### src/rmc_pkg.sv
/*
 Package for the retimer misc control register bank: offsets, field positions,
 reset values, mode encodings. Assumes a byte-wide register port with sub-address.
*/
package rmc_pkg;
    // register sub-addresses
    localparam logic [7:0] RMC_LANE_POWER_OFS = 8'h09;
    localparam logic [7:0] RMC_EQ_MODE_OFS    = 8'h0A;

    // lane_power_bus_rate_control fields
    localparam int RMC_SWAP_BIT     = 7;
    localparam int RMC_POL_BIT      = 6;
    localparam int RMC_PD_BIT       = 3;
    localparam int RMC_HP_INH_BIT   = 2;
    localparam int RMC_RATE_LSB     = 0;

    // equalizer_function_mode_control fields
    localparam int RMC_PLACE_BIT    = 7;
    localparam int RMC_RELAY_BIT    = 6;
    localparam int RMC_ADAPT_BIT    = 5;
    localparam int RMC_EQON_BIT     = 4;
    localparam int RMC_AUX_BIT      = 3;
    localparam int RMC_COMMIT_BIT   = 2;
    localparam int RMC_MODE_LSB     = 0;

    // reset values
    localparam logic       RMC_PD_RST     = 1'b0;
    localparam logic       RMC_HP_INH_RST = 1'b0;
    localparam logic [1:0] RMC_RATE_RST   = 2'b10;
    localparam logic       RMC_PLACE_RST  = 1'b0;
    localparam logic       RMC_RELAY_RST  = 1'b0;
    localparam logic       RMC_ADAPT_RST  = 1'b1;
    localparam logic       RMC_EQON_RST   = 1'b1;
    localparam logic       RMC_AUX_RST    = 1'b1;
    localparam logic       RMC_SWAP_RST   = 1'b0;
    localparam logic       RMC_POL_RST    = 1'b0;

    // bus rate codes
    typedef enum logic [1:0] {
        RMC_RATE_5K   = 2'b00,
        RMC_RATE_10K  = 2'b01,
        RMC_RATE_100K = 2'b10,
        RMC_RATE_400K = 2'b11
    } rmc_rate_e;

    // function mode codes
    typedef enum logic [1:0] {
        RMC_MODE_REDRIVER  = 2'b00,
        RMC_MODE_AUTO_1G   = 2'b01,
        RMC_MODE_AUTO_HIGH = 2'b10,
        RMC_MODE_RETIMER   = 2'b11
    } rmc_mode_e;
    localparam logic [1:0] RMC_MODE_RST = 2'b01;

    // width of the staged lane settings word
    localparam int RMC_LANE_W = 16;
    // live lane word after reset: equalizer bits start at their register reset values
    localparam logic [RMC_LANE_W-1:0] RMC_LIVE_RST =
        {2'b00, RMC_ADAPT_RST, RMC_EQON_RST, 12'h000};
endpackage : rmc_pkg

### src/rmc_regs.sv
/*
 Retimer misc control register bank: two byte registers at 09h and 0Ah with
 strap preload, strap write lockout, hot-plug power logic and staged lane
 settings. Assumes a synchronous byte register port from the serial-bus slave.
*/
`timescale 1ns/100ps
module rmc_regs (
    // clock and reset
    input  wire logic        sys_clk,
    input  wire logic        rst,
    // register port
    input  wire logic [7:0]  reg_addr,
    input  wire logic [7:0]  reg_wdata,
    input  wire logic        reg_wr,
    input  wire logic        reg_rd,
    output logic      [7:0]  reg_rdata,
    // straps and pins
    input  wire logic        config_src_strap,
    input  wire logic        swap_polarity_strap,
    input  wire logic        output_enable_in,
    input  wire logic        sink_hotplug_in,
    input  wire logic        retimer_active,
    input  wire logic [11:0] lane_pending_in,
    // controls to the device
    output logic             lane_swap,
    output logic             lane_invert,
    output logic             device_powerdown,
    output logic      [1:0]  config_bus_rate_sel,
    output logic             eq_sink_placement,
    output logic             source_hotplug_out,
    output logic             adaptive_equalizer_sel,
    output logic             equalizer_on,
    output logic             aux_bridge_on,
    output logic      [1:0]  function_mode_sel,
    output logic      [11:0] lane_live_out,
    output logic             commit_lane_settings
);
    import rmc_pkg::*;

    // register state
    logic                  swap_reg;
    logic                  pol_reg;
    logic                  pd_reg;
    logic                  inh_reg;
    logic [1:0]            rate_reg;
    logic                  place_reg;
    logic                  relay_reg;
    logic                  adapt_reg;
    logic                  eqon_reg;
    logic                  aux_reg;
    logic [1:0]            mode_reg;
    logic                  commit_reg;
    logic                  strap_load_reg;
    logic [7:0]            rdata_reg;
    // output copies, retimed so every pin comes from a flip-flop
    logic                  swap_o_reg;
    logic                  pol_o_reg;
    logic                  pdn_o_reg;
    logic                  hp_o_reg;
    logic [RMC_LANE_W-1:0] live_val;

    // one sub-address compare, shared by write decode and read mux
    function automatic logic rmc_hit(input logic [7:0] addr, input logic [7:0] ofs);
        return addr == ofs;
    endfunction

    // address decode and write qualification
    wire        hit_lane = rmc_hit(reg_addr, RMC_LANE_POWER_OFS);
    wire        hit_eq   = rmc_hit(reg_addr, RMC_EQ_MODE_OFS);
    wire        wr_lane  = reg_wr && hit_lane;
    wire        wr_eq    = reg_wr && hit_eq;
    wire        host_ok  = config_src_strap;
    wire        commit_w = wr_eq && reg_wdata[RMC_COMMIT_BIT];
    // quiet lanes: settings pass straight through without commit
    // a quiet link carries no traffic, so changing it mid-word cannot glitch it
    wire        quiet    = !output_enable_in || !sink_hotplug_in || pd_reg;
    wire        xfer     = commit_w || quiet;
    // pending word: lane fields from outside plus the two equalizer bits
    wire [RMC_LANE_W-1:0] pend_val = {2'b00, adapt_reg, eqon_reg, lane_pending_in};

    // read mux; reserved and commit bits return zero
    wire [7:0]  rd_lane  = {swap_reg, pol_reg, 2'b00, pd_reg, inh_reg, rate_reg};
    wire [7:0]  rd_eq    = {place_reg, relay_reg, adapt_reg, eqon_reg,
                            aux_reg, 1'b0, mode_reg};
    wire [7:0]  rd_next  = hit_lane ? rd_lane :
                           hit_eq   ? rd_eq   : 8'h00;

    // derived controls
    // hot-plug power-down uses the raw pin level; a bouncing plug is not filtered
    wire        pdn_next = pd_reg || (!inh_reg && !sink_hotplug_in);
    wire        pol_next = pol_reg && retimer_active;
    wire        hp_next  = !relay_reg && sink_hotplug_in;

    // strap capture one clock after reset release, then host ownership
    // the strap is sampled once, so later changes on the pin are ignored
    always_ff @(posedge sys_clk or posedge rst) begin
        if (rst) begin
            strap_load_reg <= 1'b1;
        end else begin
            strap_load_reg <= 1'b0;
        end
    end

    // lane and power register 09h
    always_ff @(posedge sys_clk or posedge rst) begin
        if (rst) begin
            swap_reg <= RMC_SWAP_RST;
            pol_reg  <= RMC_POL_RST;
            pd_reg   <= RMC_PD_RST;
            inh_reg  <= RMC_HP_INH_RST;
            rate_reg <= RMC_RATE_RST;
        end else if (strap_load_reg) begin
            swap_reg <= swap_polarity_strap;
            pol_reg  <= swap_polarity_strap;
        end else if (wr_lane) begin
            // power and rate fields ignore the strap lock
            if (host_ok) begin
                swap_reg <= reg_wdata[RMC_SWAP_BIT];
                pol_reg  <= reg_wdata[RMC_POL_BIT];
            end
            pd_reg   <= reg_wdata[RMC_PD_BIT];
            inh_reg  <= reg_wdata[RMC_HP_INH_BIT];
            rate_reg <= reg_wdata[RMC_RATE_LSB +: 2];
        end
    end

    // equalizer and mode register 0Ah
    always_ff @(posedge sys_clk or posedge rst) begin
        if (rst) begin
            place_reg <= RMC_PLACE_RST;
            relay_reg <= RMC_RELAY_RST;
            adapt_reg <= RMC_ADAPT_RST;
            eqon_reg  <= RMC_EQON_RST;
            aux_reg   <= RMC_AUX_RST;
            mode_reg  <= RMC_MODE_RST;
        end else if (wr_eq) begin
            place_reg <= reg_wdata[RMC_PLACE_BIT];
            relay_reg <= reg_wdata[RMC_RELAY_BIT];
            if (host_ok) begin
                adapt_reg <= reg_wdata[RMC_ADAPT_BIT];
            end
            eqon_reg  <= reg_wdata[RMC_EQON_BIT];
            aux_reg   <= reg_wdata[RMC_AUX_BIT];
            mode_reg  <= reg_wdata[RMC_MODE_LSB +: 2];
        end
    end

    // commit pulse self-clears the next clock
    // the commit bit itself is never stored, so it always reads back zero
    always_ff @(posedge sys_clk or posedge rst) begin
        if (rst) begin
            commit_reg <= 1'b0;
        end else begin
            commit_reg <= commit_w;
        end
    end

    // registered outputs
    // read data holds between strobes, so the host may take it late
    always_ff @(posedge sys_clk or posedge rst) begin
        if (rst) begin
            rdata_reg  <= 8'h00;
            swap_o_reg <= 1'b0;
            pol_o_reg  <= 1'b0;
            pdn_o_reg  <= 1'b0;
            hp_o_reg   <= 1'b0;
        end else begin
            if (reg_rd) begin
                rdata_reg <= rd_next;
            end
            swap_o_reg <= swap_reg;
            pol_o_reg  <= pol_next;
            pdn_o_reg  <= pdn_next;
            hp_o_reg   <= hp_next;
        end
    end

    // staged lane settings; equalizer bits reach lanes only through it
    rmc_stage u_stage (
        .sys_clk  (sys_clk),
        .rst      (rst),
        .pend_val (pend_val),
        .xfer     (xfer),
        .live_val (live_val)
    );

    // rate, placement, bridge and mode are flip-flops already, no retiming
    assign reg_rdata              = rdata_reg;
    assign lane_swap              = swap_o_reg;
    assign lane_invert            = pol_o_reg;
    assign device_powerdown       = pdn_o_reg;
    assign config_bus_rate_sel    = rate_reg;
    assign eq_sink_placement      = place_reg;
    assign source_hotplug_out     = hp_o_reg;
    assign adaptive_equalizer_sel = live_val[13];
    assign equalizer_on           = live_val[12];
    assign aux_bridge_on          = aux_reg;
    assign function_mode_sel      = mode_reg;
    assign lane_live_out          = live_val[11:0];
    assign commit_lane_settings   = commit_reg;
endmodule // rmc_regs

### src/rmc_stage.sv
/*
 Staging register for lane settings: takes pending values at its input and transfers them to
 the live copy on commit or while the lanes are quiet. Assumes one clock domain.
*/
`timescale 1ns/100ps
module rmc_stage (
    // clock and reset
    input  wire logic                          sys_clk,
    input  wire logic                          rst,
    // pending settings and transfer control
    input  wire logic [rmc_pkg::RMC_LANE_W-1:0] pend_val,
    input  wire logic                          xfer,
    // settings seen by the lanes
    output logic      [rmc_pkg::RMC_LANE_W-1:0] live_val
);
    import rmc_pkg::*;

    logic [RMC_LANE_W-1:0] live_reg;

    // live copy loads only on transfer; reset matches the register reset values
    always_ff @(posedge sys_clk or posedge rst) begin
        if (rst) begin
            live_reg <= RMC_LIVE_RST;
        end else if (xfer) begin
            live_reg <= pend_val;
        end
    end

    assign live_val = live_reg;
endmodule // rmc_stage

### config.mk
export PLATFORM = sky130hd
export DESIGN_NAME = rmc_regs
export DESIGN_NICKNAME = d
export VERILOG_FILES = /design/src/rmc_pkg.sv /design/src/rmc_regs.sv /design/src/rmc_stage.sv
export SDC_FILE = /design/constraint.sdc
export NUM_CORES = 1
export LEC_CHECK = 0
export BUFFER_PORTS_ARGS = -buffer_cell sky130_fd_sc_hd__buf_2
export CORE_ASPECT_RATIO = 1.2
export CORE_MARGIN = 10
export CORE_UTILIZATION = 30
export CTS_BUF_LIST = sky130_fd_sc_hd__clkbuf_8 sky130_fd_sc_hd__clkbuf_16
export CTS_CLUSTER_DIAMETER = 30
export CTS_CLUSTER_SIZE = 28
export DETAILED_ROUTE_END_ITERATION = 16
export PLACE_DENSITY_LB_ADDON = 0.12
export SYNTH_ARGS = -nofsm -noshare
export SYNTH_HDL_FRONTEND = slang
export SYNTH_SLANG_ARGS = --single-unit
### constraint.sdc
create_clock -name sys_clk -period 4.1 [get_ports sys_clk]
set_clock_uncertainty 0.15 [all_clocks]
set_input_delay 0.82 -clock sys_clk [delete_from_list [all_inputs] [get_ports sys_clk]]
set_output_delay 0.82 -clock sys_clk [all_outputs]
set_load 0.02 [all_outputs]
==> report_table.html <==
<table>
<tr><th>Metric</th><th>Value</th></tr>
<tr><th colspan="2">Clock tree</th></tr>
<tr><td>Clock slew seen by the registers of the worst setup and hold paths</td><td>0.07 ns</td></tr>
<tr><td>Clock latency of the later-clocked register in the worst-skew pair</td><td>0.29 ns</td></tr>
<tr><td>Post-CTS Hold Buffers</td><td>0</td></tr>
<tr><td>Buffer type at the clock tree root</td><td>clkbuf_8</td></tr>
<tr><td>Number of CTS-inserted buffers</td><td>5</td></tr>
<tr><td>Number of buffers between clock root and the deepest sink</td><td>2</td></tr>
<tr><td>TritonCTS clock tree</td><td>built</td></tr>
<tr><td>Number of setup buffers added after CTS</td><td>0</td></tr>
<tr><td>H-tree depth</td><td>2</td></tr>
<tr><td>Number of clock sinks</td><td>41</td></tr>
<tr><td>Post_cts resized</td><td>0</td></tr>
<tr><th colspan="2">Min path</th></tr>
<tr><td>Worst Hold Class</td><td>flop to flop</td></tr>
<tr><th colspan="2">Critical path</th></tr>
<tr><td>Buffers plus inverters on the worst setup path</td><td>1</td></tr>
<tr><td>Startpoint types</td><td>input pin</td></tr>
<tr><td>Delay of the slowest cell on the worst path</td><td>0.70 ns</td></tr>
<tr><td>Chain of cells forming the critical path</td><td>buf_2 &gt; nor4bb_4 &gt; nand4_4 &gt; nand4b_4 &gt; mux2_2</td></tr>
<tr><td>Terminus of the critical flop-to-flop path</td><td>u_stage.live_val[10]</td></tr>
<tr><td>Last element of the critical path</td><td>u_stage.live_val[7]</td></tr>
<tr><td>Arrival time of the worst setup path</td><td>2.49 ns</td></tr>
<tr><td>Critical path origin</td><td>reg_addr[0]</td></tr>
<tr><td>Critical path type</td><td>input pin to flop</td></tr>
<tr><td>Critical-path maximum fanout</td><td>14</td></tr>
<tr><td>Cell depth of the worst setup path</td><td>5</td></tr>
<tr><td>Worst path top cell family by delay</td><td>simple AND/OR/NAND/NOR gates</td></tr>
<tr><td>Startpoint of the worst register-to-register path</td><td>pd_reg</td></tr>
<tr><td>Register-to-register setup slack</td><td>2.63 ns</td></tr>
<tr><td>Req. time, crit path</td><td>4.12 ns</td></tr>
<tr><td>Endpoint type of the worst setup path</td><td>flop</td></tr>
<tr><td>Worst reg2reg path depth</td><td>2</td></tr>
<tr><td>Slowest CP cell</td><td>nor4bb_4</td></tr>
<tr><th colspan="2">STA</th></tr>
<tr><td>Max transition margin</td><td>34.7%</td></tr>
<tr><td>Actual transition at the worst max-transition pin</td><td>0.966 ns</td></tr>
<tr><td>Fin Hold WS</td><td>0.274 ns</td></tr>
<tr><td>Final-report hold violation count</td><td>0</td></tr>
<tr><td>Total Neg Setup Slack</td><td>0 ns</td></tr>
<tr><td>Maximum clock frequency</td><td>0.406 GHz</td></tr>
<tr><td>Unrepaired setup endpoints after global routing</td><td>false</td></tr>
<tr><td>Minimum period implied by the final worst setup slack</td><td>2.46 ns</td></tr>
<tr><td>Period Utilization, post-route</td><td>60.1%</td></tr>
<tr><td>Slew Viols, Final</td><td>0</td></tr>
<tr><td>Total setup violations reported at the end of the flow</td><td>0</td></tr>
<tr><th colspan="2">Synth</th></tr>
<tr><td>Number of standard cells after synthesis</td><td>117</td></tr>
<tr><td>Top cells by instance count after synthesis</td><td>33 x dfrtp_1, 15 x mux2_2, 11 x inv_1</td></tr>
<tr><td>Seq/Total Area, Yosys</td><td>59.2%</td></tr>
<tr><td>Parity-gate share of the synthesized area counting xor and xnor cells</td><td>0%</td></tr>
<tr><td>Fraction of the mapped netlist area in adder cells</td><td>0%</td></tr>
<tr><td>Post-synthesis net count</td><td>154</td></tr>
<tr><td>Dominant cell type by area after synthesis</td><td>dfrtp_1</td></tr>
<tr><td>Compound-Gate Fraction of Synth Area</td><td>5.87%</td></tr>
<tr><td>Dominant cells by area after synthesis</td><td>dfrtp_1 47%, dfstp_2 12%, mux2_2 9.7%</td></tr>
<tr><td>Synth Area in Simple Gates</td><td>10.7%</td></tr>
<tr><td>Post-synthesis average cell area</td><td>15.0 sq um</td></tr>
<tr><td>Share of synthesized registers carrying an async set or reset</td><td>100%</td></tr>
<tr><td>Top cell type's share of synthesized area</td><td>47.2%</td></tr>
<tr><td>Number of enable flip-flop cells after synthesis</td><td>0</td></tr>
<tr><td>FF+latch count, synth</td><td>41</td></tr>
<tr><td>Warnings, synthesis</td><td>0</td></tr>
<tr><td>Most used standard cell by instance count after synthesis</td><td>dfrtp_1</td></tr>
<tr><td>Synth unique cells</td><td>30</td></tr>
<tr><td>Post-synthesis cell area</td><td>1750 sq um</td></tr>
<tr><td>Post-synth top flop</td><td>dfrtp_1</td></tr>
<tr><td>Multiplexer share of the synthesized area</td><td>19.4%</td></tr>
<tr><td>Largest family of logic cells by synthesized area</td><td>multiplexers</td></tr>
<tr><th colspan="2">Global route</th></tr>
<tr><td>Vias in the first global route</td><td>1355</td></tr>
<tr><td>Total track usage</td><td>9.39%</td></tr>
<tr><td>Number of antenna violations at the first check in global routing</td><td>1</td></tr>
<tr><td>Global-route wire length before repair</td><td>6960 um</td></tr>
<tr><td>Remaining global-route overflow</td><td>0</td></tr>
<tr><td>Pin count of the biggest net entering global routing</td><td>42</td></tr>
<tr><th colspan="2">Pwr</th></tr>
<tr><td>Peak supply drop</td><td>0.133 mV</td></tr>
<tr><td>Total power per unit cell area</td><td>355 nW/um^2</td></tr>
<tr><td>Leak pwr</td><td>1.14 nW</td></tr>
<tr><td>Final Power</td><td>0.802 mW</td></tr>
<tr><th colspan="2">Floorplan</th></tr>
<tr><td>Core region area</td><td>5670 sq um</td></tr>
<tr><td>Initial Util</td><td>30.9%</td></tr>
<tr><td>Die X</td><td>89.7 um</td></tr>
<tr><td>Number of standard-cell rows in the floorplan</td><td>30</td></tr>
<tr><td>Number of primary I/O pins</td><td>70</td></tr>
<tr><td>Die H</td><td>104 um</td></tr>
<tr><td>Area enclosed by the die boundary</td><td>9300 sq um</td></tr>
<tr><th colspan="2">Placement</th></tr>
<tr><td>Hpwl dp</td><td>3380 um</td></tr>
<tr><td># placed instances</td><td>263</td></tr>
<tr><td>Final weighted congestion in routability-driven placement</td><td>0.717</td></tr>
<tr><td>Count of input and output buffers</td><td>69</td></tr>
<tr><th colspan="2">Run status</th></tr>
<tr><td>Outcome</td><td>completed</td></tr>
<tr><th colspan="2">Layout</th></tr>
<tr><td>Number of filler cells placed in the layout</td><td>568</td></tr>
<tr><td>Total Nets Final</td><td>227</td></tr>
<tr><td>Final Non-Filler Cells</td><td>271</td></tr>
<tr><td>Flip-flop count of the largest register after layout</td><td>14</td></tr>
<tr><td>Area growth, synth to finish</td><td>29.0%</td></tr>
<tr><td>Share of layout cells above drive strength 1</td><td>61.6%</td></tr>
<tr><td>Share of the core filled with cells in the final layout</td><td>39.8%</td></tr>
<tr><th colspan="2">Detailed routing</th></tr>
<tr><td>Residual antenna-violating net count after detailed routing</td><td>0</td></tr>
<tr><td>Total Wirelength</td><td>4360 um</td></tr>
<tr><td>First-pass iteration count of the detailed router</td><td>4</td></tr>
<tr><td># DRC</td><td>0</td></tr>
<tr><td>Wire length per cell after detailed routing</td><td>16.1 um</td></tr>
<tr><td>Via Count</td><td>1171</td></tr>
<tr><td>Average vias per placed instance</td><td>4.32</td></tr>
<tr><td>Drt initial violations</td><td>18</td></tr>
<tr><th colspan="2">Job</th></tr>
<tr><td>Reported max-cap violation count</td><td>0</td></tr>
</table>
[routing by layer]
metal  part of all wire (%)  global-route usage, %  vias up
met1                     43                   11.1      554
met5                      0                      0        -
met2                     45                   13.9       51
li1                       -                      -      560
met4                    1.6                   3.47        0
met3                     10                   5.05        6
[final cells by class]
type / count / area (sq um) / area share [%]
multi-input combinational: 61 / 638 / 28.3
antenna: 1 / 2.50 / 0.111
inverter: 11 / 41.3 / 1.83
sequential: 41 / 1040 / 45.9
timing repair buffer: 70 / 353 / 15.6
tap: 80 / 100 / 4.43
clock inverter: 1 / 3.75 / 0.166
clock buffer: 6 / 82.6 / 3.66
[where the power goes]
group	total, mW	internal (mW)	switching [mW]
clock	0.257	0.131	0.126
combinational	0.108	0.0482	0.0597
sequential	0.438	0.427	0.0106
total	0.802	0.606	0.196
[stage by stage]
stage                     setup slack, ns  area [sq um]
after global routing                 1.55          2250
after CTS                            1.61          2250
after floorplan                      1.85          1750
after detailed placement             1.28          2170
final                                1.64          2260
after global placement               1.33          2170
[cells in the final DEF (no fill, tap or decap), types with 2 or more instances in the layout]
| master | count |
|---|---|
| nand2_1 | 2 |
| dfrtp_1 | 33 |
| dfstp_2 | 8 |
| mux2_4 | 10 |
| buf_2 | 69 |
| a22oi_1 | 5 |
| nand4_1 | 3 |
| a21oi_1 | 2 |
| mux2_2 | 15 |
| clkbuf_8 | 6 |
| o21ai_0 | 2 |
| mux2i_1 | 2 |
| inv_1 | 11 |
| o22ai_1 | 6 |
[logic make-up (layout without fill, tap and decap cells)]
logic type,after synthesis,count (layout)
AO/OA/AOI/OAI,16,16
buffers and inverters,15,88
flip-flops,41,41
multiplexers,27,27
other,1,2
AND/OR/NAND/NOR,17,17
[how the worst min path moves through the flow]
stage	startpoint	to	slack [ns]	cells after the start
floorplan	swap_reg	lane_swap	0.22	0
detailed placement	swap_reg	lane_swap	0.26	0
finish	swap_reg	lane_swap	0.27	0
CTS	swap_reg	lane_swap	0.28	0
global placement	swap_reg	lane_swap	0.26	0
global route	swap_reg	lane_swap	0.29	0
Note: power is estimated with default switching activity, not from simulation.
